===== src/core/fio_pkg.sv =====
/*
  Constants for the two 4-bit general-purpose I/O ports: register indices,
  field positions and values after reset.
  Assumes an APB slave with 32-bit data, one aligned word per register.
*/
// Behaviour
// - Port zero has four independently directed pins
// - Port zero latch at index 0x0000, four bits
// - Function bit0 HF oscillator, bit2 LF oscillator
// - HF oscillator enable without pin function causes reset
// - Port zero pull-up only in plain input mode
// - Port one: four pins, interrupts, stop release, reset
// - Port one pin 0 is reset input after reset
// - Port one latch at index 0x0001, four bits
// - Port one input pins feed interrupt/stop functions
// - Port one pull-up only when input and enabled
package fio_pkg;

  // ----------------------------------------------------------------
  // Register indices (byte address is four times the index)
  // ----------------------------------------------------------------
  localparam logic [15:0] P0_LATCH_IDX = 16'h0000;
  localparam logic [15:0] P1_LATCH_IDX = 16'h0001;
  localparam logic [15:0] P0_READ_IDX = 16'h000D;
  localparam logic [15:0] P1_READ_IDX = 16'h000E;
  localparam logic [15:0] P0_DIR_IDX = 16'h0F1A;
  localparam logic [15:0] P1_DIR_IDX = 16'h0F1B;
  localparam logic [15:0] P0_PU_IDX = 16'h0F27;
  localparam logic [15:0] P1_PU_IDX = 16'h0F28;
  localparam logic [15:0] P0_FUNC_IDX = 16'h0F34;
  localparam logic [15:0] P1_RSTCTL_IDX = 16'h0F3F;

  // ----------------------------------------------------------------
  // Field positions
  // ----------------------------------------------------------------
  localparam int HF_SEL_BIT = 0;
  localparam int LF_SEL_BIT = 2;
  localparam int RST_PIN_BIT = 0;
  localparam int PORT_BITS = 4;

  // ----------------------------------------------------------------
  // Values after reset
  // ----------------------------------------------------------------
  localparam logic [3:0] LATCH_RST = 4'h0;
  localparam logic [3:0] DIR_RST = 4'h0;
  localparam logic [3:0] PU_RST = 4'h0;
  localparam logic [0:0] FUNC_RST = 1'h0;
  localparam logic [0:0] RST_PIN_RST = 1'h1;
  localparam logic [3:0] IRQ_IDLE = 4'hF;

endpackage


===== src/core/fio_ports.sv =====
/*
  Two 4-bit general-purpose I/O ports behind an APB slave. Holds output
  latches, direction, pull-up and function registers, pin-read masking,
  secondary input feeds and the oscillator-enable guard reset.
  Assumes pins and the oscillator enable are synchronous to clk.
*/
// Implementation choice: register access over APB.
module fio_ports #(
  parameter int ADDR_W = 16
) (
  input wire logic clk,
  input wire logic resetn,
  // APB slave
  input wire logic psel,
  input wire logic penable,
  input wire logic pwrite,
  input wire logic [ADDR_W-1:0] paddr,
  input wire logic [31:0] pwdata,
  output logic [31:0] prdata,
  output logic pready,
  output logic pslverr,
  // Port zero pins
  input wire logic [3:0] p0PinIn,
  output logic [3:0] p0PinOut,
  output logic [3:0] p0PinOe,
  output logic [3:0] p0PullupOn,
  // Port one pins
  input wire logic [3:0] p1PinIn,
  output logic [3:0] p1PinOut,
  output logic [3:0] p1PinOe,
  output logic [3:0] p1PullupOn,
  // Oscillator connection selects to the clock generator
  output logic hfOscPinSelect,
  output logic lfOscPinSelect,
  input wire logic externalHfOscEnable,
  output logic sysClkResetReq,
  // Secondary input feeds
  output logic extIrqZero,
  output logic extIrqOne,
  output logic extIrqFive,
  output logic stopReleaseIn,
  output logic extResetIn,
  output logic resetPinMode
);

  // ----------------------------------------------------------------
  // Elaboration check
  // ----------------------------------------------------------------
  if (ADDR_W < 14 || ADDR_W > 32) begin : g_bad_addr
    $error("fio_ports needs ADDR_W between 14 and 32");
  end

  // ----------------------------------------------------------------
  // State
  // ----------------------------------------------------------------
  typedef struct packed {
    logic [3:0] p0Latch; // Port zero output latch
    logic [3:0] p1Latch; // Port one output latch
    logic [3:0] p0Dir; // Port zero direction
    logic [3:0] p1Dir; // Port one direction
    logic [3:0] port_zero_pullup_enable; // Port zero pull-up enables
    logic [3:0] port_one_pullup_enable; // Port one pull-up enables
    logic hfSel; // Pins 0,1 given to HF oscillator
    logic lfSel; // Pins 2,3 given to LF oscillator
    logic rstPin; // Port one pin 0 serves as reset input
    logic [7:0] rdata; // Read data captured in setup phase
    logic xenPrev; // Oscillator enable, previous cycle
    logic rstReq; // Guard reset pulse
    logic [3:0] irq; // {stop/irq5, irq0, irq1, extreset} feeds
  } fio_state_t;

  fio_state_t state_q;
  fio_state_t state_d;

  // Pin controller results
  logic [3:0] p0Func;
  logic [3:0] p1Func;
  logic [3:0] p0Read;
  logic [3:0] p1Read;

  // Bus decode
  logic setupPh;
  logic accessPh;
  logic wrEn;
  logic hit;

  // ----------------------------------------------------------------
  // Address decode helper
  // ----------------------------------------------------------------
  // True when the byte address selects the register of this index
  function automatic logic regHit(input logic [ADDR_W-1:0] a,
                                  input logic [15:0] idx);
    logic [31:0] byteAddr;
    byteAddr = {14'h0000, idx, 2'b00};
    regHit = ({{(32-ADDR_W){1'b0}}, a} == byteAddr);
  endfunction

  // True when the address selects any register of this block
  function automatic logic anyHit(input logic [ADDR_W-1:0] a);
    anyHit = regHit(a, fio_pkg::P0_LATCH_IDX) |
             regHit(a, fio_pkg::P1_LATCH_IDX) |
             regHit(a, fio_pkg::P0_READ_IDX) |
             regHit(a, fio_pkg::P1_READ_IDX) |
             regHit(a, fio_pkg::P0_DIR_IDX) |
             regHit(a, fio_pkg::P1_DIR_IDX) |
             regHit(a, fio_pkg::P0_PU_IDX) |
             regHit(a, fio_pkg::P1_PU_IDX) |
             regHit(a, fio_pkg::P0_FUNC_IDX) |
             regHit(a, fio_pkg::P1_RSTCTL_IDX);
  endfunction

  // ----------------------------------------------------------------
  // Pin controllers
  // ----------------------------------------------------------------
  // Oscillator functions take pin pairs away from the port
  assign p0Func = {state_q.lfSel, state_q.lfSel,
                   state_q.hfSel, state_q.hfSel};
  // Reset-input function takes port one pin 0 away from the driver
  assign p1Func = {3'b000, state_q.rstPin};

  // Port zero
  fio_pin_ctl #(.WIDTH(4)) u_port_zero (
    .latchVal(state_q.p0Latch),
    .dirVal(state_q.p0Dir),
    .pullVal(state_q.port_zero_pullup_enable),
    .funcMask(p0Func),
    .pinIn(p0PinIn),
    .pinOut(p0PinOut),
    .pinOe(p0PinOe),
    .pullupOn(p0PullupOn),
    .readVal(p0Read)
  );

  // Port one; pin 0 reads and pulls up like any input
  fio_pin_ctl #(.WIDTH(4)) u_port_one (
    .latchVal(state_q.p1Latch),
    .dirVal(state_q.p1Dir),
    .pullVal(state_q.port_one_pullup_enable),
    .funcMask(4'h0),
    .pinIn(p1PinIn),
    .pinOut(p1PinOut),
    .pinOe(),
    .pullupOn(p1PullupOn),
    .readVal(p1Read)
  );

  // Driver enable of port one, with pin 0 held off in reset-input mode
  assign p1PinOe = state_q.p1Dir & ~p1Func;

  // ----------------------------------------------------------------
  // APB phases
  // ----------------------------------------------------------------
  assign setupPh = psel & ~penable;
  assign accessPh = psel & penable;
  assign hit = anyHit(paddr);
  assign wrEn = accessPh & pwrite & hit;

  // Zero wait states; unmapped addresses answer with an error
  assign pready = 1'b1;
  assign pslverr = accessPh & ~hit;

  // ----------------------------------------------------------------
  // Next-state logic
  // ----------------------------------------------------------------
  always_comb begin
    state_d = state_q;
    // Register writes take effect at the access edge
    if (wrEn) begin
      if (regHit(paddr, fio_pkg::P0_LATCH_IDX)) begin
        state_d.p0Latch = pwdata[3:0];
      end
      if (regHit(paddr, fio_pkg::P1_LATCH_IDX)) begin
        state_d.p1Latch = pwdata[3:0];
      end
      if (regHit(paddr, fio_pkg::P0_DIR_IDX)) begin
        state_d.p0Dir = pwdata[3:0];
      end
      if (regHit(paddr, fio_pkg::P1_DIR_IDX)) begin
        state_d.p1Dir = pwdata[3:0];
      end
      if (regHit(paddr, fio_pkg::P0_PU_IDX)) begin
        state_d.port_zero_pullup_enable = pwdata[3:0];
      end
      if (regHit(paddr, fio_pkg::P1_PU_IDX)) begin
        state_d.port_one_pullup_enable = pwdata[3:0];
      end
      if (regHit(paddr, fio_pkg::P0_FUNC_IDX)) begin
        state_d.hfSel = pwdata[fio_pkg::HF_SEL_BIT];
        state_d.lfSel = pwdata[fio_pkg::LF_SEL_BIT];
      end
      if (regHit(paddr, fio_pkg::P1_RSTCTL_IDX)) begin
        state_d.rstPin = pwdata[fio_pkg::RST_PIN_BIT];
      end
    end

    // Read data is captured in the setup phase, stable for access
    if (setupPh) begin
      state_d.rdata = 8'h00;
      if (regHit(paddr, fio_pkg::P0_LATCH_IDX)) begin
        state_d.rdata = {4'h0, state_q.p0Latch};
      end else if (regHit(paddr, fio_pkg::P1_LATCH_IDX)) begin
        state_d.rdata = {4'h0, state_q.p1Latch};
      end else if (regHit(paddr, fio_pkg::P0_READ_IDX)) begin
        state_d.rdata = {4'h0, p0Read};
      end else if (regHit(paddr, fio_pkg::P1_READ_IDX)) begin
        state_d.rdata = {4'h0, p1Read};
      end else if (regHit(paddr, fio_pkg::P0_DIR_IDX)) begin
        state_d.rdata = {4'h0, state_q.p0Dir};
      end else if (regHit(paddr, fio_pkg::P1_DIR_IDX)) begin
        state_d.rdata = {4'h0, state_q.p1Dir};
      end else if (regHit(paddr, fio_pkg::P0_PU_IDX)) begin
        state_d.rdata = {4'h0, state_q.port_zero_pullup_enable};
      end else if (regHit(paddr, fio_pkg::P1_PU_IDX)) begin
        state_d.rdata = {4'h0, state_q.port_one_pullup_enable};
      end else if (regHit(paddr, fio_pkg::P0_FUNC_IDX)) begin
        state_d.rdata = {5'h00, state_q.lfSel, 1'b0, state_q.hfSel};
      end else if (regHit(paddr, fio_pkg::P1_RSTCTL_IDX)) begin
        state_d.rdata = {7'h00, state_q.rstPin};
      end else begin
        // Unmapped address reads as zero
        state_d.rdata = 8'h00;
      end
    end

    // Oscillator enable rising without the pin function: guard reset
    state_d.xenPrev = externalHfOscEnable;
    state_d.rstReq = externalHfOscEnable & ~state_q.xenPrev &
                     ~state_q.hfSel;

    // Secondary feeds: pin level while input, idle high otherwise
    state_d.irq[3] = state_q.p1Dir[1] ? 1'b1 : p1PinIn[1];
    state_d.irq[2] = state_q.p1Dir[2] ? 1'b1 : p1PinIn[2];
    state_d.irq[1] = state_q.p1Dir[3] ? 1'b1 : p1PinIn[3];
    // Reset input follows pin 0 only in reset-input mode
    state_d.irq[0] = state_q.rstPin ? p1PinIn[0] : 1'b1;
  end

  // ----------------------------------------------------------------
  // State register
  // ----------------------------------------------------------------
  always_ff @(posedge clk or negedge resetn) begin
    if (!resetn) begin
      state_q.p0Latch <= fio_pkg::LATCH_RST;
      state_q.p1Latch <= fio_pkg::LATCH_RST;
      state_q.p0Dir <= fio_pkg::DIR_RST;
      state_q.p1Dir <= fio_pkg::DIR_RST;
      state_q.port_zero_pullup_enable <= fio_pkg::PU_RST;
      state_q.port_one_pullup_enable <= fio_pkg::PU_RST;
      state_q.hfSel <= fio_pkg::FUNC_RST[0];
      state_q.lfSel <= fio_pkg::FUNC_RST[0];
      state_q.rstPin <= fio_pkg::RST_PIN_RST[0];
      state_q.rdata <= 8'h00;
      state_q.xenPrev <= 1'b0;
      state_q.rstReq <= 1'b0;
      state_q.irq <= fio_pkg::IRQ_IDLE;
    end else begin
      state_q <= state_d;
    end
  end

  // ----------------------------------------------------------------
  // Outputs
  // ----------------------------------------------------------------
  assign prdata = {24'h00_0000, state_q.rdata};
  assign hfOscPinSelect = state_q.hfSel;
  assign lfOscPinSelect = state_q.lfSel;
  assign sysClkResetReq = state_q.rstReq;
  assign stopReleaseIn = state_q.irq[3];
  assign extIrqFive = state_q.irq[3];
  assign extIrqZero = state_q.irq[2];
  assign extIrqOne = state_q.irq[1];
  assign extResetIn = state_q.irq[0];
  assign resetPinMode = state_q.rstPin;

  // ----------------------------------------------------------------
  // Assertions
  // ----------------------------------------------------------------
  a_dir_after_reset: assert property (@(posedge clk)
    $rose(resetn) |-> (state_q.p0Dir == 4'h0 && state_q.p1Dir == 4'h0))
    else $error("direction not cleared by reset");

  a_latch_write: assert property (@(posedge clk) disable iff (!resetn)
    (wrEn && regHit(paddr, fio_pkg::P0_LATCH_IDX)) |=>
    (p0PinOut == $past(pwdata[3:0])))
    else $error("port zero latch write lost");

  a_p1_latch_write: assert property (@(posedge clk) disable iff (!resetn)
    (wrEn && regHit(paddr, fio_pkg::P1_LATCH_IDX)) |=>
    (p1PinOut == $past(pwdata[3:0])))
    else $error("port one latch write lost");

  a_hf_guard_reset: assert property (@(posedge clk)
    disable iff (!resetn)
    (externalHfOscEnable && !state_q.xenPrev && !hfOscPinSelect) |=>
    sysClkResetReq ##1 !sysClkResetReq)
    else $error("oscillator guard reset not one pulse");

  a_no_guard_sel: assert property (@(posedge clk) disable iff (!resetn)
    hfOscPinSelect && $stable(hfOscPinSelect) |=> !sysClkResetReq)
    else $error("guard reset with pin function set");

  a_p0_pull_input: assert property (@(posedge clk)
    disable iff (!resetn)
    (p0PullupOn & (state_q.p0Dir | p0Func)) == 4'h0)
    else $error("port zero pull-up outside input mode");

  a_p1_pull_input: assert property (@(posedge clk)
    disable iff (!resetn)
    (p1PullupOn & (state_q.p1Dir | ~state_q.port_one_pullup_enable)) == 4'h0)
    else $error("port one pull-up wrongly connected");

  a_p0_read_mask: assert property (@(posedge clk)
    disable iff (!resetn)
    (setupPh && regHit(paddr, fio_pkg::P0_READ_IDX) && state_q.hfSel)
    ##1 (psel && penable) |-> prdata[1:0] == 2'b00)
    else $error("oscillator pins read nonzero");

  a_p0_read_lf: assert property (@(posedge clk)
    disable iff (!resetn)
    (setupPh && regHit(paddr, fio_pkg::P0_READ_IDX)) |=>
    ((prdata[3:2] & ($past(state_q.p0Dir[3:2]) |
      {2{$past(state_q.lfSel)}})) == 2'b00))
    else $error("pins 2,3 read nonzero when not inputs");

  a_p1_read_mask: assert property (@(posedge clk)
    disable iff (!resetn)
    (setupPh && regHit(paddr, fio_pkg::P1_READ_IDX)) |=>
    (prdata[31:4] == 28'h000_0000 &&
     prdata[3:0] == ($past(p1PinIn) & ~$past(state_q.p1Dir))))
    else $error("port one read value wrong");

  a_drive_only_out: assert property (@(posedge clk)
    disable iff (!resetn)
    ((p0PinOe & ~state_q.p0Dir) | (p0PinOe & p0Func) |
     (p1PinOe & ~state_q.p1Dir)) == 4'h0)
    else $error("pin driven outside output mode");

  a_rst_pin_held: assert property (@(posedge clk)
    disable iff (!resetn)
    // The release edge still loads reset values, so it is not judged
    (resetn && resetPinMode) |->
    (!p1PinOe[0] ##1 extResetIn == $past(p1PinIn[0])))
    else $error("reset pin not serving reset input");

  a_irq_feed: assert property (@(posedge clk)
    disable iff (!resetn)
    (resetn && !state_q.p1Dir[2] && $stable(state_q.p1Dir)) |=>
    extIrqZero == $past(p1PinIn[2]))
    else $error("interrupt zero not fed from pin");

endmodule


===== src/core/fio_pin_ctl.sv =====
/*
  Per-port pin control: output drive, driver enable, pull-up connection and
  pin-read masking for one port. Purely combinational from the registers.
  Assumes pin levels arrive synchronous to the system clock.
*/
module fio_pin_ctl #(
  parameter int WIDTH = 4
) (
  input wire logic [WIDTH-1:0] latchVal,
  input wire logic [WIDTH-1:0] dirVal,
  input wire logic [WIDTH-1:0] pullVal,
  input wire logic [WIDTH-1:0] funcMask,
  input wire logic [WIDTH-1:0] pinIn,
  output logic [WIDTH-1:0] pinOut,
  output logic [WIDTH-1:0] pinOe,
  output logic [WIDTH-1:0] pullupOn,
  output logic [WIDTH-1:0] readVal
);

  // ----------------------------------------------------------------
  // Elaboration check
  // ----------------------------------------------------------------
  if (WIDTH < 1) begin : g_bad_width
    $error("fio_pin_ctl needs at least one bit");
  end

  // Plain port input: direction 0 and no secondary function taken
  logic [WIDTH-1:0] portIn;

  // ----------------------------------------------------------------
  // Pin behaviour
  // ----------------------------------------------------------------
  always_comb begin
    portIn = ~dirVal & ~funcMask;
    // Latch value is always presented; enable decides if it reaches pin
    pinOut = latchVal;
    pinOe = dirVal & ~funcMask;
    pullupOn = pullVal & portIn;
    readVal = pinIn & portIn;
  end

endmodule


===== config.mk =====
export PLATFORM = sky130hd
export DESIGN_NAME = fio_ports
export DESIGN_NICKNAME = d
export VERILOG_FILES = /design/src/core/fio_pkg.sv /design/src/core/fio_ports.sv /design/src/core/fio_pin_ctl.sv
export SDC_FILE = /design/constraint.sdc
export NUM_CORES = 1
export LEC_CHECK = 0
export BUFFER_PORTS_ARGS = -buffer_cell sky130_fd_sc_hd__buf_4
export CAP_MARGIN = 20
export CORE_ASPECT_RATIO = 1.2
export CORE_UTILIZATION = 50
export CTS_CLUSTER_DIAMETER = 100
export DETAILED_ROUTE_END_ITERATION = 8
export PLACE_DENSITY = 0.95
export SLEW_MARGIN = 5
export SYNTH_ARGS = -nofsm -noshare
export SYNTH_HDL_FRONTEND = slang
export SYNTH_SLANG_ARGS = --single-unit

===== constraint.sdc =====
create_clock -name clk -period 2.6 [get_ports clk]
set_input_delay 0.26 -clock clk [delete_from_list [all_inputs] [get_ports clk]]
set_output_delay 0.26 -clock clk [all_outputs]
set_load 0.1 [all_outputs]

==> results, run 1 <==
- The flow ran to the end, and the final reports show no timing, DRC or antenna violations.
- The number of endpoints with negative hold slack in the final report came to 0.
- The number of buffer and inverter stages on the critical path is 3.
- The number of antenna cells inserted is 0.
- The combinational family with the most area after synthesis is simple AND/OR/NAND/NOR gates.
- A synthesized cell averages 9.64 µm².
- In this run the power density over the cells is 457 nW/µm².
- The xor/xnor cell area share of the yosys netlist is 0.
- Routability-driven placement finished with a final weighted congestion of 0.915.
- The library cell occupying the most area in the post-synthesis netlist is sky130_fd_sc_hd__dfrtp_1.
- The via count normalized by instance count is 5.68.
- For this design, the slowest cell found on the critical path is sky130_fd_sc_hd__nor3_1.
- In this run, the number of DRC markers left after iteration 0 of detailed routing was 113.
- The final total power is 1.41 mW.
- The via count of the first global-routing pass was 2136.
- After synthesis the netlist holds a flip-flop and latch count of 37.
- The initial antenna violation count is 0.
- Max-cap violations in this run came to 0.
- In this run the worst path has a maximum fanout of 5.
- STA puts the critical path data required time at 2340 ps.
- In this run the horizontal extent of the chip is 68.1 µm.
- The met1 usage is 0.306.
- Of the total synthesized cell area, the portion taken by full adders, half adders and majority gates is 0.
- The global-route usage over all layers is 0.255.
- In the final timing run, aggregate negative setup slack is 0 ps.
- The cell with the most instances after synthesis is sky130_fd_sc_hd__buf_4.
- The fraction of synthesis flops using an asynchronous set or reset pin is 1.00.
- STA classifies the critical path startpoint as a primary input.
- The design internal power is 0.867 mW.
- Setup repair after global routing left no endpoint under its margin.
- The worst setup path is captured at an output port.
- The kind of critical path is in2out.
- The layer flagged by global routing as most heavily used is met2.
- The post-synthesis compound-gate area fraction is 0.0849.
- Entering global routing, the biggest net connects 38 pins.
- On the final layout, the worst clock skew is 7.22 ps.
- The time the final worst path needs with I/O delays and setup is 2260 ps.
- The post-synthesis mux area share is 0.113.
- The cell repeated most along the worst path is sky130_fd_sc_hd__buf_4.
- The max-slew headroom at the worst pin is 0.642.
- For this run, the share of the core covered by cells in the final layout is 0.620.
- The leakage power of the design is 1.43 nW.
- Wires add up to 6.61 mm.
- TritonCTS built the clock tree.
- The switching power is 0.542 mW.
- From synthesis to final layout, the design area changed by 17.7%.
- During synthesis, Yosys emitted a total of 0 warnings.
- Traced cell by cell, the critical path runs through buf_4 -> nor4_4 -> buf_4 -> nand3_1 -> nor3_1 -> nor3_1 -> and4_1 -> buf_4.
- The final max-slew violation count is 0.
- Dividing the detail-routed wire length by the instance count gives 17.0 µm.
- The post-synthesis share of cell area spent on and, or, nand and nor gates is 0.288.
- Of the total power, combinational logic draws 0.278.
- The die extent in y is 81.3 µm.
- The starting density of the core is 0.527.
- Of the total power, the share spent switching nets is 0.385.
- The layout filler cell count is 451.
- The gate count of the mapped netlist is 272.
- After the last flow step, the layout net total stands at 390.
- The dominant register cell in the synthesized netlist is sky130_fd_sc_hd__dfrtp_1.
- The final clock period utilization by the worst path is 0.867.
- After synthesis, the cell types taking the most area are sky130_fd_sc_hd__dfrtp_1 (31%), sky130_fd_sc_hd__buf_4 (13%), sky130_fd_sc_hd__mux2_2 (8.6%).
- The clock net in this run drives a total of 37 sinks.
- The site row count is 28.
- In this run the deepest clock path goes through 2 buffers.
- The I/O pin count is 129.
- Counting instances in the post-synthesis netlist gives the leading cell types as sky130_fd_sc_hd__buf_4 (45), sky130_fd_sc_hd__dfrtp_1 (32), sky130_fd_sc_hd__mux2_2 (20).
- The number of nets with antenna violations after routing is 0.
- Of the post-synthesis cell area, the dominant cell type holds 0.305.
- The post-synthesis sequential area ratio is 0.355.
- The final route contains 2208 vias.
- The first global-routing pass estimated 10.4 mm of wire.
- The met2 demand-to-capacity share in global routing is 0.443.
- On the worst path, the slowest cell contributes a delay of 350 ps.
- The H-tree was split into 2 levels.
- Clock-pin slew was measured on the worst setup and hold paths at 70 ps.
- The area of the placeable core is 4970 µm².
- The first detailed-routing pass ran for 4 iterations.
- The floorplan step defined a die boundary enclosing 5540 µm².
- The later pin in the worst-skew pair is clocked with a latency of 300 ps.
- For this run, design rule violations remaining after detail routing come to 0.
- The root buffer selected by CTS is sky130_fd_sc_hd__clkbuf_8.
- The clock group share of total power is 0.305.
- Based on the critical path, the design can be clocked at up to 0.443 GHz.
- For this run the aggregate overflow at the end of global routing stands at 0.
- The count of buffers added on input and output ports is 71.
- Setup violations remaining at the end of the flow were counted as 0.
- At the pin with the least slew margin, the transition time is 534 ps.
- Yosys mapped a number of flops with a built-in enable equal to 0.
- In the final layout, the share of cells above drive strength 1 is 0.392.
- The worst-case vdd ir drop is 292 µV.
- The number of CTS-inserted buffers is 5.
- The kind of cell adding the most delay to the critical path is simple AND/OR/NAND/NOR gates.
- In the global route stage, met3 resource usage came out at 0.0604.
- The min-delay analysis places its worst path in the category in2reg.
- The total setup buffers inserted after CTS is 0.
- The placed instances occupy a cell area of 2980 µm².
- Once layout is done, the placed cells without fillers occupy 3090 µm².
- Synthesis instantiated 51 different standard cells from the library.
- The sequential fraction of design power is 0.417.
- The post-DP HPWL is 5.16 mm.
- After synthesis the cells add up to 2620 µm².
- For the worst setup path, the data arrival time is 2000 ps.
-- power groups by stage --
stage,combinational (mW),sequential [mW],clock (mW)
floorplan,0.311,0.623,0
global placement,0.387,0.599,0
detailed placement,0.389,0.599,0
CTS,0.390,0.588,0.437
global route,0.409,0.589,0.459
finish,0.391,0.588,0.430
-- worst reg2reg max path, delay by kind of cell, from the launching register on --
family           cells  cell delay (ps)
AO/OA/AOI/OAI        3              800
flip-flops           1              400
AND/OR/NAND/NOR      1              150
-- through the flow --
step / hold slack (ps) / std cells / setup WS, ps
2_1_floorplan: -35.6 / 299 / 37.5
3_3_place_gp: 237 / 380 / 391
3_5_place_dp: 246 / 380 / 367
4_1_cts: 74.4 / 389 / 362
5_1_grt: 69.3 / 389 / 201
6_report: 79.4 / 389 / 345
-- sequential cells by signal, summed over array words and instances (netlist names) --
register	flops
prdata	4
extIrqOne	1
hfOscPinSelect	1
extIrqZero	1
sysClkResetReq	1
state_q	25
resetPinMode	1
lfOscPinSelect	1
extIrqFive	1
extResetIn	1
-- cell usage in the layout (no fill, tap or decap), drive strengths merged, types with 9 or more instances in the layout --
cell type and count:
buf 75, dfrtp 32, conb 29, mux2 24, nor2 16, nand2 12
nor2b 11, nand4 10, a21oi 10, nand3 9, o21ai 9
-- layer usage --
metal / share of wire / up-vias
li1: - / 1026
met1: 0.39 / 1072
met2: 0.53 / 94
met3: 0.066 / 16
met4: 0.016 / 0
met5: 0 / -
-- kinds of logic after synthesis --
kind of cell           count (synthesis)
AND/OR/NAND/NOR                      114
buffers and inverters                 59
flip-flops                            37
AO/OA/AOI/OAI                         35
multiplexers                          25
other                                  2
-- path summary, 6_finish.rpt --
path	cells past startpoint	slack, ps	start	to
max in group asynchronous	2	1800	resetn	extIrqFive$_DFF_PN1_
setup / recovery	8	340	paddr[9]	pslverr
hold reg to reg	1	410	state_q[5]$_DFF_PN0_	sysClkResetReq$_DFF_PN0_
min in group asynchronous	2	450	resetn	prdata[2]$_DFFE_PN0P_
hold / removal	1	80	externalHfOscEnable	state_q[5]$_DFF_PN0_
setup reg to reg	4	1120	state_q[37]$_DFFE_PN0P_	prdata[0]$_DFFE_PN0P_
-- layout make-up --
type / instances / area, µm² / share of cell area
inverters: 5 / 18.8 / 0.00608
clock buffers: 6 / 82.6 / 0.0268
flip-flops and latches: 37 / 932 / 0.302
repair buffers: 76 / 573 / 0.186
clock inverters: 2 / 13.8 / 0.00446
well taps: 60 / 75.1 / 0.0243
multi-input cells: 203 / 1390 / 0.451
-- timing repair --
action / 4_1_cts / 5_1_grt
hold buffers: 1 / 0
gates resized for setup: 0 / 0
endpoints found under the hold margin: 32 / 0
(Power assumes the default switching activity.)
==> run 2, diff against run 1 <==
--- a/config.mk
+++ b/config.mk
@@ -8,10 +8,10 @@
 export BUFFER_PORTS_ARGS = -buffer_cell sky130_fd_sc_hd__buf_4
 export CAP_MARGIN = 20
 export CORE_ASPECT_RATIO = 1.2
-export CORE_UTILIZATION = 50
+export CORE_UTILIZATION = 42
 export CTS_CLUSTER_DIAMETER = 100
 export DETAILED_ROUTE_END_ITERATION = 8
-export PLACE_DENSITY = 0.95
+export PLACE_DENSITY = 0.87
 export SLEW_MARGIN = 5
 export SYNTH_ARGS = -nofsm -noshare
 export SYNTH_HDL_FRONTEND = slang
==> constraint.sdc (replaced) <==
create_clock -name clk -period 1.9 [get_ports clk]
set_input_delay 0.19 -clock clk [delete_from_list [all_inputs] [get_ports clk]]
set_output_delay 0.19 -clock clk [all_outputs]
set_load 0.1 [all_outputs]
==> results, run 2 (same netlist as run 1, synthesis figures left out) <==
- The depth of the worst register-to-register path is 4 (unchanged).
- The number of antenna cells inserted is 0 (unchanged).
- The root buffer selected by CTS is sky130_fd_sc_hd__clkbuf_8 (unchanged).
- The largest buffer count on any clock path is 2 (unchanged).
- The final setup violation count was 0 (unchanged).
- The CTS H-tree depth came to 2 (unchanged).
- Derived from the worst setup path, the maximum achievable clock frequency is 0.548 GHz.
- The signed area change from the synthesized netlist to the final layout is 27.9% (was 17.7%).
- The aggregate routed wire length is 6.73 mm (was 6.61 mm).
- The routability congestion estimate is 0.975 (was 0.915).
- The I/O pin count is 129 (unchanged).
- The starting density of the core was 0.436 (was 0.527).
- The register with the highest flop count is state_q (unchanged).
- The number of DRC markers in iteration 0 is 139 (was 113).
- Subtracting the final worst setup slack from the clock period gives 1830 ps.
- The type of element capturing the critical path is an output port (unchanged).
- The number of cells in the finished layout apart from fillers came to 436 (was 389).
- The post-DP HPWL was 5.30 mm (was 5.16 mm).
- The peak fanout along the critical path was 6 (was 5).
- The design internal power is 1.20 mW (was 0.867 mW).
- The total number of vias is 2324 (was 2208).
- The power per standard cell area was 579 nW/µm² (was 457 nW/µm²).
- The flip-flop count of the largest register, all copies and words added was 25 (unchanged).
- The worst-case vdd ir drop came to 366 µV (was 292 µV).
- The kind of critical path was in2out (unchanged).
- The startpoint type of the worst setup path was a primary input (unchanged).
- The initial antenna violation count is 0 (unchanged).
- The depth of the worst hold-timing path is 1 (unchanged).
- The critical path data arrival time is 1640 ps (was 2000 ps).
- The sequential fraction of design power is 0.414 (was 0.417).
- Outcome: finished clean (unchanged).
- The clock group share of total power is 0.301 (was 0.305).
- The final max-slew violation count came to 0 (unchanged).
- The floorplan die width came to 74.1 µm (was 68.1 µm).
- The total die area came to 6570 µm² (was 5540 µm²).
- The total negative setup slack is 0 ps (unchanged).
- The required time of the critical path is 1710 ps (was 2340 ps).
- The most common library cell in the layout ignoring fill and taps is sky130_fd_sc_hd__buf_4 (unchanged).
- The total congestion overflow after global routing was 0 (unchanged).
- The worst-skew pair later-pin latency is 290 ps (was 300 ps).
- The total clock sinks is 37 (unchanged).
- The site row count is 31 (was 28).
- The final worst clock skew is 5.51 ps (was 7.22 ps).
- The fraction of power consumed by combinational cells is 0.285 (was 0.278).
- The area of the placeable core is 6010 µm² (was 4970 µm²).
- The number of port buffers is 71 (unchanged).
- The clock tree from TritonCTS is yes (unchanged).
- The first-pass GRT wire length was 10.3 mm (was 10.4 mm).
- The die extent in y is 88.6 µm (was 81.3 µm).
- The path class of the lowest-slack min-delay path was in2reg (unchanged).
- The leakage power of the design is 1.57 nW (was 1.43 nW).
- The max-capacitance violation count was 0 (unchanged).
- The number of nets with antenna violations after routing is 0 (unchanged).
- The number of endpoints with negative hold slack in the final report was 0 (unchanged).
- The switching part of the total power was 0.382 (was 0.385).
- The clock-pin slew reported for the worst setup and hold paths after clock tree synthesis is 70 ps (about the same).
- The number of CTS-inserted buffers is 5 (unchanged).
- Commonest cells after routing, fill and taps aside: sky130_fd_sc_hd__buf_4 (99), sky130_fd_sc_hd__dfrtp_1 (31), sky130_fd_sc_hd__conb_1 (29) (was sky130_fd_sc_hd__buf_4 (75), sky130_fd_sc_hd__dfrtp_1 (32), sky130_fd_sc_hd__conb_1 (29)).
- The via count normalized by instance count is 5.33 (was 5.68).
- The global-route usage over all layers is 0.212 (was 0.255).
- The final net count is 415 (was 390).
- The layout cell share with drive strength beyond 1 is 0.480 (was 0.392).
- The DRC violation count after routing came to 0 (unchanged).
- The detailed-router iteration count before antenna repair came to 5 (was 4).
- The switching power is 0.742 mW (was 0.542 mW).
- The total instance count after detailed placement was 426 (was 380).
- The final total power is 1.94 mW (was 1.41 mW).
- The average routed wire per standard cell is 15.4 µm (was 17.0 µm).
- In the finished design, the share of the clock period the worst path needs comes to 0.961.
- The via count of the first global-routing pass is 2058 (was 2136).
- The pin count of the biggest net entering global routing is 38 (unchanged).
==> run 2: cell types whose count changed in the layout (fill, tap and decap cells not counted), sizes merged <==
cell / before / now
buf: 75 / 100
==> run 2: path summary, 6_finish.rpt <==
| kind | start | to | slack (ps) |
|---|---|---|---|
| setup / recovery | paddr[9] | pslverr | 70 |
| hold / removal | externalHfOscEnable | state_q[5]$_DFF_PN0_ | 20 |
| setup reg to reg | state_q[37]$_DFFE_PN0P_ | prdata[0]$_DFFE_PN0P_ | 410 |
| hold reg to reg | state_q[5]$_DFF_PN0_ | sysClkResetReq$_DFF_PN0_ | 410 |
| max in group asynchronous | resetn | hfOscPinSelect$_DFFE_PN0P_ | 1160 |
| min in group asynchronous | resetn | state_q[36]$_DFFE_PN0P_ | 390 |
==> run 2: cell type report <==
type / instances / area, µm²
Timing Repair Buffer: 101 / 764
Fill cell: 536 / 2660
Clock buffer: 6 / 82.6
Multi-Input combinational cell: 203 / 1440
Clock inverter: 2 / 13.8
Tap cell: 82 / 103
Inverter: 5 / 18.8
Sequential cell: 37 / 933
==> run 2: timing repair <==
action / 4_1_cts / 5_1_grt
gates cloned: 0 / 0
pin swaps: 0 / 1
endpoints found under the setup margin: 1 / 1
buffers inserted: 0 / 1
hold buffers: 1 / 0
hold endpoints to repair: 32 / 0
gates resized for setup: 3 / 1
==> run 2: metrics by stage <==
stage,instance area [µm²],util,hold slack (ps),worst slack (ps)
after floorplan,2760,-,-106,-46.3
after global placement,3220,0.535,171,-70.1
after detailed placement,3220,0.535,177,-84.2
after CTS,3340,0.555,13.9,31.4
after global routing,3350,0.558,5.97,-2.83
final,3350,0.558,15.1,73.6
==> run 2: critical path, cell delays in order <==
cell                      delay [ps]
sky130_fd_sc_hd__buf_4           120
sky130_fd_sc_hd__nor4_4          310
sky130_fd_sc_hd__buf_4           190
sky130_fd_sc_hd__nand3_1         110
sky130_fd_sc_hd__nor3_2          180
sky130_fd_sc_hd__nor3_1           80
sky130_fd_sc_hd__and4_2          260
sky130_fd_sc_hd__buf_6           190
==> run 2: layer usage <==
layer / global-route usage / part of all wire / vias up
li1: - / - / 1074
met1: 0.272 / 0.40 / 1132
met2: 0.359 / 0.51 / 101
met3: 0.0456 / 0.061 / 17
met4: 0.0577 / 0.023 / 0
met5: 0 / 0 / -
==> run 2: power by group through the flow <==
stage          clock network [mW]  registers [mW]  logic, mW
5_1_grt                     0.618           0.805      0.577
4_1_cts                     0.589           0.804      0.550
2_1_floorplan                   0           0.853      0.426
3_3_place_gp                    0           0.819      0.542
3_5_place_dp                    0           0.819      0.547
6_report                    0.585           0.804      0.553
